### src/design/ewifs_pkg.sv
// package for the error / wake-up interrupt and queue status block
// assumes a single clock domain and an APB slave with 32-bit data
`default_nettype none

package ewifs_pkg;

  // ==========================================================
  // register indices (byte address = 4 * index)
  localparam logic [7:0] IDX_ERR_MASK = 8'h16;
  localparam logic [7:0] IDX_MAIN_IRQ = 8'h17;
  localparam logic [7:0] IDX_ERR_WAKE = 8'h19;
  localparam logic [7:0] IDX_QFILL = 8'h1A;
  localparam logic [7:0] IDX_QFLAGS = 8'h1B;
  localparam logic [7:0] IDX_CTRL = 8'h20;

  // ==========================================================
  // error and wake-up status bit positions
  localparam int ERR_CRC = 7;
  localparam int ERR_PAR = 6;
  localparam int ERR_SOFT_FRM = 5;
  localparam int ERR_HARD_FRM = 4;
  localparam int ERR_WT = 3;
  localparam int ERR_WAM = 2;
  localparam int ERR_WPH = 1;
  localparam int ERR_WCAP = 0;

  // ==========================================================
  // queue flag register bit positions
  localparam int QF_UNF = 6;
  localparam int QF_OVR = 5;
  localparam int QF_NCP = 4;
  localparam int QF_LB_HI = 3;
  localparam int QF_LB_LO = 1;
  localparam int QF_NP = 0;

  // ==========================================================
  // control and main-summary bit positions
  localparam int CTRL_SET_DEFAULT = 0;
  localparam int CTRL_WT_EVERY = 1;
  localparam int MAIN_ERR = 0;

  // ==========================================================
  // sizes and reset values
  localparam logic [6:0] QUEUE_DEPTH = 7'h60;
  localparam logic [7:0] REG_RESET = 8'h00;
  localparam logic [31:0] RDATA_RESET = 32'h00000000;

  function automatic logic [7:0] byte_addr(input logic [7:0] idx);
    byte_addr = {idx[5:0], 2'b00};
  endfunction : byte_addr

  // ==========================================================
  // types
  typedef enum logic {
    WT_IDLE = 1'b0,
    WT_ARMED = 1'b1
  } ewifs_wt_state_t;

  typedef struct packed {
    logic crc;
    logic par;
    logic soft_framing;
    logic hard_framing;
  } ewifs_rx_err_t;

  typedef struct packed {
    logic valid;
    logic [7:0] value;
    logic [7:0] reference;
    logic [7:0] delta;
  } ewifs_meas_t;

  typedef struct packed {
    logic valid;
    logic [2:0] nbits;
    logic missing_parity;
    logic [7:0] raw;
  } ewifs_last_byte_t;

endpackage : ewifs_pkg

`default_nettype wire

### src/design/ewifs_delta_cmp.sv
// compares one wake-up measurement against its stored reference
// assumes the measurement fields are stable while valid is high
`default_nettype none

module ewifs_delta_cmp
  import ewifs_pkg::*;
#(
  parameter int W = 8
) (
  // measurement
  input wire logic meas_valid_in,
  input wire logic [W-1:0] value_in,
  input wire logic [W-1:0] reference_in,
  input wire logic [W-1:0] delta_in,
  // result
  output logic hit_out
);

  logic [W-1:0] diff;

  // ==========================================================
  // absolute difference, strictly above delta
  always_comb begin
    if (value_in >= reference_in) begin
      diff = value_in - reference_in;
    end else begin
      diff = reference_in - value_in;
    end
    hit_out = meas_valid_in & (diff > delta_in);
  end

endmodule : ewifs_delta_cmp

`default_nettype wire

### src/design/ewifs_status.sv
// error / wake-up interrupt status and receive queue status registers
// assumes APB master in the same clock domain, event inputs are
// one-cycle pulses synchronous to SYS_CLK_IN
//
// Register access over APB was decided locally.
`default_nettype none

module ewifs_status
  import ewifs_pkg::*;
(
  // clock and reset
  input wire logic SYS_CLK_IN,
  input wire logic RESET_IN,
  // apb slave
  input wire logic PSEL_IN,
  input wire logic PENABLE_IN,
  input wire logic PWRITE_IN,
  input wire logic [7:0] PADDR_IN,
  input wire logic [31:0] PWDATA_IN,
  output logic [31:0] PRDATA_OUT,
  output logic PREADY_OUT,
  output logic PSLVERR_OUT,
  // receive framing events
  input wire ewifs_rx_err_t RX_ERR_IN,
  // wake-up timer and measurements
  input wire logic WT_START_IN,
  input wire logic WT_STOP_IN,
  input wire logic WT_TIMEOUT_IN,
  input wire ewifs_meas_t AMP_MEAS_IN,
  input wire ewifs_meas_t PHASE_MEAS_IN,
  input wire ewifs_meas_t CAP_MEAS_IN,
  // receive queue activity
  input wire logic QUEUE_PUSH_IN,
  input wire logic QUEUE_POP_IN,
  input wire ewifs_last_byte_t LAST_BYTE_IN,
  // results
  output logic IRQ_OUT,
  output logic [6:0] QUEUE_COUNT_OUT,
  output logic [7:0] LAST_BYTE_OUT,
  output logic LAST_BYTE_VALID_OUT
);

  // ==========================================================
  // declarations
  logic pready_q;
  logic pslverr_q;
  logic [31:0] rdata_q;
  logic [31:0] rdata_d;
  logic addr_hit;
  logic setup;
  logic access;
  logic rd_err;
  logic rd_flags;
  logic wr_mask;
  logic wr_ctrl;
  logic soft_clr;

  logic setdef_q;
  logic wt_every_q;
  logic [7:0] mask_q;
  logic [7:0] err_q;
  logic [7:0] err_d;
  logic [7:0] err_set;
  logic [7:0] err_clr;
  logic sum_q;
  logic sum_d;
  logic irq_q;

  ewifs_wt_state_t wt_state_q;
  logic wt_hit;
  logic amp_hit;
  logic ph_hit;
  logic cap_hit;
  logic np_event;

  logic [6:0] count_q;
  logic [6:0] count_d;
  logic unf_q;
  logic ovr_q;
  logic unf_set;
  logic ovr_set;
  logic ncp_q;
  logic ncp_d;
  logic [2:0] lb_q;
  logic [2:0] lb_d;
  logic np_q;
  logic np_d;
  logic [7:0] flags_val;
  logic [7:0] packed_q;
  logic packed_valid_q;

  // ==========================================================
  // apb decode
  assign setup = PSEL_IN & ~PENABLE_IN;
  // side effects only at the completing edge of the access phase
  assign access = PSEL_IN & PENABLE_IN & pready_q;
  assign rd_err = access & ~PWRITE_IN & (PADDR_IN == byte_addr(IDX_ERR_WAKE));
  assign rd_flags = access & ~PWRITE_IN & (PADDR_IN == byte_addr(IDX_QFLAGS));
  assign wr_mask = access & PWRITE_IN & (PADDR_IN == byte_addr(IDX_ERR_MASK));
  assign wr_ctrl = access & PWRITE_IN & (PADDR_IN == byte_addr(IDX_CTRL));
  assign soft_clr = RESET_IN | setdef_q;

  assign flags_val = {1'b0, unf_q, ovr_q, ncp_q, lb_q, np_q};

  // read data is sampled in the setup cycle and held for the access phase
  always_comb begin
    addr_hit = 1'b1;
    rdata_d = RDATA_RESET;
    case (PADDR_IN)
      byte_addr(IDX_ERR_MASK): rdata_d[7:0] = mask_q;
      byte_addr(IDX_MAIN_IRQ): rdata_d[MAIN_ERR] = sum_q;
      byte_addr(IDX_ERR_WAKE): rdata_d[7:0] = err_q;
      byte_addr(IDX_QFILL): rdata_d[6:0] = count_q;
      byte_addr(IDX_QFLAGS): rdata_d[7:0] = flags_val;
      byte_addr(IDX_CTRL): rdata_d[CTRL_WT_EVERY] = wt_every_q;
      default: addr_hit = 1'b0;
    endcase
  end

  always_ff @(posedge SYS_CLK_IN) begin
    if (RESET_IN) begin
      pready_q <= 1'b0;
      pslverr_q <= 1'b0;
      rdata_q <= RDATA_RESET;
    end else begin
      pready_q <= setup;
      pslverr_q <= setup & ~addr_hit;
      if (setup) begin
        rdata_q <= rdata_d;
      end
    end
  end

  // ==========================================================
  // control and mask registers
  always_ff @(posedge SYS_CLK_IN) begin
    if (soft_clr) begin
      setdef_q <= 1'b0;
      wt_every_q <= 1'b0;
      mask_q <= REG_RESET;
    end else begin
      setdef_q <= wr_ctrl & PWDATA_IN[CTRL_SET_DEFAULT];
      if (wr_ctrl) begin
        wt_every_q <= PWDATA_IN[CTRL_WT_EVERY];
      end
      if (wr_mask) begin
        mask_q <= PWDATA_IN[7:0];
      end
    end
  end

  // ==========================================================
  // wake-up timer arming
  always_ff @(posedge SYS_CLK_IN) begin
    if (soft_clr) begin
      wt_state_q <= WT_IDLE;
    end else begin
      case (wt_state_q)
        WT_IDLE: begin
          if (WT_START_IN) begin
            wt_state_q <= WT_ARMED;
          end
        end
        WT_ARMED: begin
          if (WT_STOP_IN) begin
            wt_state_q <= WT_IDLE;
          end
        end
        default: wt_state_q <= WT_IDLE;
      endcase
    end
  end

  // every timeout while armed, not just the first
  assign wt_hit = WT_TIMEOUT_IN & (wt_state_q == WT_ARMED) & wt_every_q;

  // ==========================================================
  // measurement comparators
  ewifs_delta_cmp #(.W(8)) u_amp_cmp (
    .meas_valid_in(AMP_MEAS_IN.valid),
    .value_in(AMP_MEAS_IN.value),
    .reference_in(AMP_MEAS_IN.reference),
    .delta_in(AMP_MEAS_IN.delta),
    .hit_out(amp_hit)
  );

  ewifs_delta_cmp #(.W(8)) u_phase_cmp (
    .meas_valid_in(PHASE_MEAS_IN.valid),
    .value_in(PHASE_MEAS_IN.value),
    .reference_in(PHASE_MEAS_IN.reference),
    .delta_in(PHASE_MEAS_IN.delta),
    .hit_out(ph_hit)
  );

  ewifs_delta_cmp #(.W(8)) u_cap_cmp (
    .meas_valid_in(CAP_MEAS_IN.valid),
    .value_in(CAP_MEAS_IN.value),
    .reference_in(CAP_MEAS_IN.reference),
    .delta_in(CAP_MEAS_IN.delta),
    .hit_out(cap_hit)
  );

  // ==========================================================
  // error and wake-up status
  assign np_event = LAST_BYTE_IN.valid & LAST_BYTE_IN.missing_parity;

  always_comb begin
    err_set = REG_RESET;
    err_set[ERR_CRC] = RX_ERR_IN.crc;
    err_set[ERR_PAR] = RX_ERR_IN.par;
    // missing parity is reported as a soft framing error
    err_set[ERR_SOFT_FRM] = RX_ERR_IN.soft_framing | np_event;
    err_set[ERR_HARD_FRM] = RX_ERR_IN.hard_framing;
    err_set[ERR_WT] = wt_hit;
    err_set[ERR_WAM] = amp_hit;
    err_set[ERR_WPH] = ph_hit;
    err_set[ERR_WCAP] = cap_hit;
    // only bits the host actually saw are cleared, so a late event survives
    err_clr = rd_err ? rdata_q[7:0] : REG_RESET;
    err_d = (err_q & ~err_clr) | err_set;
  end

  always_ff @(posedge SYS_CLK_IN) begin
    if (soft_clr) begin
      err_q <= REG_RESET;
    end else begin
      err_q <= err_d;
    end
  end

  // ==========================================================
  // summary bit and interrupt request
  always_comb begin
    if (|(err_set & ~mask_q)) begin
      sum_d = 1'b1;
    end else if (rd_err) begin
      sum_d = 1'b0;
    end else begin
      sum_d = sum_q;
    end
  end

  always_ff @(posedge SYS_CLK_IN) begin
    if (soft_clr) begin
      sum_q <= 1'b0;
      irq_q <= 1'b0;
    end else begin
      sum_q <= sum_d;
      irq_q <= sum_d;
    end
  end

  // ==========================================================
  // unread byte count with underflow and overflow
  always_comb begin
    count_d = count_q;
    unf_set = 1'b0;
    ovr_set = 1'b0;
    if (QUEUE_PUSH_IN & ~QUEUE_POP_IN) begin
      if (count_q == QUEUE_DEPTH) begin
        ovr_set = 1'b1;
      end else begin
        count_d = count_q + 7'h01;
      end
    end else if (QUEUE_POP_IN & ~QUEUE_PUSH_IN) begin
      if (count_q == 7'h00) begin
        unf_set = 1'b1;
      end else begin
        count_d = count_q - 7'h01;
      end
    end
  end

  always_ff @(posedge SYS_CLK_IN) begin
    if (soft_clr) begin
      count_q <= 7'h00;
      unf_q <= 1'b0;
      ovr_q <= 1'b0;
    end else begin
      count_q <= count_d;
      unf_q <= unf_q | unf_set;
      ovr_q <= ovr_q | ovr_set;
    end
  end

  // ==========================================================
  // partial last byte information
  always_comb begin
    ncp_d = ncp_q;
    lb_d = lb_q;
    np_d = np_q;
    if (rd_flags & rdata_q[QF_NCP]) begin
      ncp_d = 1'b0;
    end
    if (rd_flags & (rdata_q[QF_LB_HI:QF_LB_LO] != 3'h0)) begin
      lb_d = 3'h0;
    end
    if (rd_flags & rdata_q[QF_NP]) begin
      np_d = 1'b0;
    end
    if (count_d == 7'h00) begin
      ncp_d = 1'b0;
      lb_d = 3'h0;
    end
    // a new last byte overrides any clear in the same cycle
    if (LAST_BYTE_IN.valid) begin
      ncp_d = (LAST_BYTE_IN.nbits != 3'h0);
      lb_d = LAST_BYTE_IN.nbits;
      np_d = LAST_BYTE_IN.missing_parity;
    end
  end

  always_ff @(posedge SYS_CLK_IN) begin
    if (soft_clr) begin
      ncp_q <= 1'b0;
      lb_q <= 3'h0;
      np_q <= 1'b0;
    end else begin
      ncp_q <= ncp_d;
      lb_q <= lb_d;
      np_q <= np_d;
    end
  end

  // ==========================================================
  // partial byte packing toward the lsb
  // raw bits arrive top-aligned; shift by (8 - n) mod 8, n = 0 is a full byte
  always_ff @(posedge SYS_CLK_IN) begin
    if (soft_clr) begin
      packed_q <= REG_RESET;
      packed_valid_q <= 1'b0;
    end else begin
      packed_valid_q <= LAST_BYTE_IN.valid;
      if (LAST_BYTE_IN.valid) begin
        packed_q <= LAST_BYTE_IN.raw >> (3'h0 - LAST_BYTE_IN.nbits);
      end
    end
  end

  // ==========================================================
  // outputs
  assign PRDATA_OUT = rdata_q;
  assign PREADY_OUT = pready_q;
  assign PSLVERR_OUT = pslverr_q;
  assign IRQ_OUT = irq_q;
  assign QUEUE_COUNT_OUT = count_q;
  assign LAST_BYTE_OUT = packed_q;
  assign LAST_BYTE_VALID_OUT = packed_valid_q;

endmodule : ewifs_status

`default_nettype wire

### config.mk
export PLATFORM = sky130hd
export DESIGN_NAME = ewifs_status
export DESIGN_NICKNAME = d
export VERILOG_FILES = /design/src/design/ewifs_pkg.sv /design/src/design/ewifs_delta_cmp.sv /design/src/design/ewifs_status.sv
export SDC_FILE = /design/constraint.sdc
export NUM_CORES = 1
export LEC_CHECK = 0
export BUFFER_PORTS_ARGS = -buffer_cell sky130_fd_sc_hd__buf_2
export CELL_PAD_IN_SITES_DETAIL_PLACEMENT = 0
export CELL_PAD_IN_SITES_GLOBAL_PLACEMENT = 1
export CORE_ASPECT_RATIO = 1.4
export CORE_UTILIZATION = 37
export DETAILED_ROUTE_END_ITERATION = 10
export PLACE_DENSITY = 0.84
export SLEW_MARGIN = 10
export SYNTH_ARGS = -nofsm -noshare
export SYNTH_HDL_FRONTEND = slang
export SYNTH_SLANG_ARGS = --single-unit
### constraint.sdc
create_clock -name SYS_CLK_IN -period 4.9 [get_ports SYS_CLK_IN]
set_clock_uncertainty 0.05 [all_clocks]
set_input_delay 0.98 -clock SYS_CLK_IN [delete_from_list [all_inputs] [get_ports SYS_CLK_IN]]
set_output_delay 0.98 -clock SYS_CLK_IN [all_outputs]
set_load 0.005 [all_outputs]
==> parameters.txt <==
Parameter                              Value

Yosys
  Synthesized flop and latch total ... 53
  Mapped cell area ... 5761 um2
  Synthesized instance count ... 741
  Ys flop type ... dfxtp_1
  Synthesis warning total ... 0
  Syn avg cell area ... 7.774 um2
  Post-synth ARST share ... 0
  Yosys cell types ... 72
  Post-synth EDFFs ... 0
  Share of the yosys chip area belonging to registers ... 0.1842

Placed design
  HPWL after detailed placement ... 12,180 um
  Global placement routability congestion ... 0.8734
  Cell total after placement ... 1,048
  Setup slack after placement ... 0.2870 ns
  I/O Buffers ... 144

Timing
  Tcrit/Tclk final ... 0.8831
  Max Clock Freq ... 231.1 MHz
  Setup Total Neg Slack ... 0 ns
  Tightest Pin Transition ... 1.160 ns
  Endpoints failing hold ... 0
  Setup repair after global routing missed its margin ... no
  Worst slew margin ... 0.2250
  Min Tclk post-route ... 4.327 ns
  Count of final max-slew check failures ... 0
  Setup violation total in the final timing report ... 0
  Final worst hold slack ... 0.4124 ns
  Final worst slack ... 0.5730 ns

Clocking
  Clock tree from TritonCTS ... yes
  Clock Sink Count ... 53
  Buffer type at the clock tree root ... clkbuf_16
  Number of setup buffers added after CTS ... 0
  CTS Hold Bufs ... 0
  TritonCTS buffer count ... 5
  Insertion delay of the later-clocked pin in the worst-skew pair ... 0.29 ns
  CTS HTree Levels ... 2
  Number of gates resized after CTS ... 0
  Number of buffers between clock root and the deepest sink ... 2
  Clock transition at path regs ... 0.07 ns

Final layout
  Share of cells above drive strength 1 ... 0.2014
  Non-filler cells in the finished layout ... 1,056
  Synth-to-layout area growth ... 15.75%
  Post-layout nets ... 1,084
  Antenna fix cells ... 0

Global route
  Antenna violations before repair ... 0
  First-pass GRT wire length ... 23,630 um
  Overflow after GRT ... 0
  Pin count of the biggest net entering global routing ... 38
  GRT Overall Usage ... 0.1807
  Number of global-route vias before repair ... 5,237

Worst hold path
  Worst hold endpoint ... err_q[5]$_SDFF_PP0_
  Hold path start ... err_q[5]$_SDFF_PP0_
  Worst hold path class ... flop to flop
  Hold Path Depth ... 2

Detailed routing
  DR vias/cell ... 5.178
  First-pass DRT Iterations ... 4
  Initial drt markers ... 329
  Final ANT Viol Nets ... 0
  Sum of routed wire length over all layers ... 14,630 um
  Vias post-DR ... 5,468
  Remaining routing DRC violations ... 0
  Average wire per cell in the routed design ... 13.86 um

Worst setup path
  Peak fanout along the critical path ... 5
  Worst r2r src ... QUEUE_COUNT_OUT[0]$_SDFF_PP0_
  Cell depth of the worst flop-to-flop path ... 8
  Required time at the worst-slack endpoint ... 5.00 ns
  Flop-to-flop setup slack ... 2.45 ns
  Critical Setup Path Class ... input port to flop
  Setup crit end kind ... flop
  CP arrival ... 4.43 ns
  Endpoint of the worst register-to-register path ... ncp_q$_SDFFE_PP0P_
  Worst Setup Start Kind ... input port

Die
  Placement row count ... 53
  Area inside the core boundary ... 15,120 um2
  Die span in y ... 149.6 um
  IO Pins ... 193
  DIE AREA ... 16,080 um2
  Initial Util ... 0.3810
  Width of the die ... 107.5 um

Pwr
  Cell Pwr Density ... 223.2 nW/um2
  Worst vdd rail ir drop ... 0.1677 mV
  Post-layout power ... 1.488 mW
  LEAKAGE ... 3.260 nW

Run status
  Result of the run ... completed

Run
  Maxcap violations ... 0
-- layout by cell type (no fill, tap or decap), types with 7 or more instances in the layout --
cell / n
a211oi_1: 14
a21o_1: 12
a21oi_1: 39
a31oi_1: 8
and2_1: 8
buf_2: 144
conb_1: 24
dfxtp_1: 53
ha_1: 73
inv_1: 93
mux2i_1: 34
nand2_1: 43
nand2b_1: 14
nand3_1: 9
nand3b_1: 8
nand4_1: 7
nor2_1: 59
nor2b_1: 20
nor3_1: 15
o21a_1: 10
o21ai_0: 35
or3_1: 7
xnor2_1: 10
-- kinds of logic (layout without fill, tap and decap cells) --
kind of cell	Yosys count	after routing	share of synthesized area
compound gates	174	174	0.2070
xor+xnor	16	16	0.02433
fa+ha+maj	79	79	0.1794
buf+inv	149	249	0.1173
flops	53	53	0.1842
mux	39	39	0.06885
other cells	1	24	0.0006510
simple gates	230	230	0.2183
-- flip-flops by register name, summed over array words and instances, names as in the netlist --
register             count
mask_q                   8
lb_q                     3
np_q                     1
wt_every_q               1
PRDATA_OUT               8
wt_state_q               1
unf_q                    1
setdef_q                 1
IRQ_OUT                  1
QUEUE_COUNT_OUT          7
LAST_BYTE_OUT            8
ovr_q                    1
err_q                    8
LAST_BYTE_VALID_OUT      1
PREADY_OUT               1
PSLVERR_OUT              1
ncp_q                    1
-- worst max-delay path by stage --
stage	end	cells past startpoint	start
3_5_place_dp	IRQ_OUT$_SDFFE_PP0P_	19	PHASE_MEAS_IN[16]
3_3_place_gp	IRQ_OUT$_SDFFE_PP0P_	19	PHASE_MEAS_IN[16]
2_1_floorplan	IRQ_OUT$_SDFFE_PP0P_	17	CAP_MEAS_IN[16]
4_1_cts	IRQ_OUT$_SDFFE_PP0P_	19	PHASE_MEAS_IN[16]
6_report	IRQ_OUT$_SDFFE_PP0P_	19	PHASE_MEAS_IN[16]
5_1_grt	IRQ_OUT$_SDFFE_PP0P_	19	PHASE_MEAS_IN[16]
-- power breakdown --
group	switching [mW]	total [mW]	leakage [nW]	internal, mW
clock	0.169	0.375	0.0775	0.207
combinational	0.328	0.616	2.75	0.288
sequential	0.0371	0.497	0.435	0.460
total	0.533	1.49	3.26	0.955
-- layer usage --
layer | vias to the layer above | track usage | share of wire
met5 | - | 0 | 0
met4 | 0 | 0.04658 | 0.016
met3 | 19 | 0.03223 | 0.063
met2 | 149 | 0.3494 | 0.52
met1 | 2495 | 0.1991 | 0.40
li1 | 2805 | - | -
-- through the flow --
step	cell area, um2	utilization
6_report	6668	0.4410
5_1_grt	6668	0.4410
4_1_cts	6668	0.4410
3_5_place_dp	6511	0.4307
3_3_place_gp	6511	0.4307
2_1_floorplan	5847	-
-- synthesized netlist by cell type, types with 3 or more instances --
| master | instances | area share |
|---|---|---|
| nor4_1 | 4 | 0.0043 |
| a21boi_0 | 3 | 0.0039 |
| nand4b_1 | 5 | 0.0076 |
| buf_2 | 7 | 0.0061 |
| xor2_1 | 6 | 0.0091 |
| nand2b_1 | 14 | 0.015 |
| o221ai_1 | 4 | 0.0061 |
| nor2b_1 | 20 | 0.022 |
| or2_2 | 4 | 0.0043 |
| and3_1 | 4 | 0.0043 |
| a311oi_1 | 6 | 0.0091 |
| o21a_1 | 10 | 0.013 |
| buf_4 | 24 | 0.031 |
| a21o_1 | 12 | 0.016 |
| a22oi_1 | 3 | 0.0039 |
| nand4_1 | 7 | 0.0076 |
| o211ai_1 | 6 | 0.0078 |
| a211o_1 | 4 | 0.0061 |
| nand3b_1 | 8 | 0.010 |
| dfxtp_1 | 53 | 0.18 |
| fa_1 | 6 | 0.021 |
| mux2i_1 | 34 | 0.059 |
| mux2_2 | 5 | 0.0098 |
| nand3_1 | 9 | 0.0078 |
| a21oi_1 | 39 | 0.034 |
| nand2_1 | 43 | 0.028 |
| o21bai_1 | 3 | 0.0039 |
| nor2_1 | 59 | 0.038 |
| clkbuf_1 | 19 | 0.012 |
| a222oi_1 | 6 | 0.010 |
| inv_1 | 93 | 0.061 |
| xnor2_1 | 10 | 0.015 |
| ha_1 | 73 | 0.16 |
| o21ai_0 | 35 | 0.030 |
| a2111oi_0 | 3 | 0.0046 |
| a31oi_1 | 8 | 0.0087 |
| or3_1 | 7 | 0.0076 |
| a211oi_1 | 14 | 0.018 |
| nor3_1 | 15 | 0.013 |
| and2_1 | 8 | 0.0087 |
| and4_1 | 6 | 0.0091 |
-- cell type report --
class	count	area, um2
multi-input cells	562	4110
clock inverters	2	17.52
fillers	1567	8452
flip-flops and latches	53	1061
repair buffers	148	750.7
clock buffers	6	138.9
well taps	192	240.2
inverters	93	349.1
-- worst max-delay path, stage by stage --
cell and delay [ns]:
buf_2 0.12, inv_1 0.05, ha_1 0.17, inv_1 0.06, fa_1 0.39, a21o_1 0.17, a21oi_1 0.23, a311oi_1 0.18
a211o_1 0.29, buf_4 0.17, mux2i_1 0.12, xor2_1 0.17, ha_1 0.19, a21o_1 0.17, a21o_1 0.16, a21oi_1 0.19
nor3b_1 0.08, o41ai_1 0.36, o221ai_1 0.17
(Power assumes the default switching activity.)
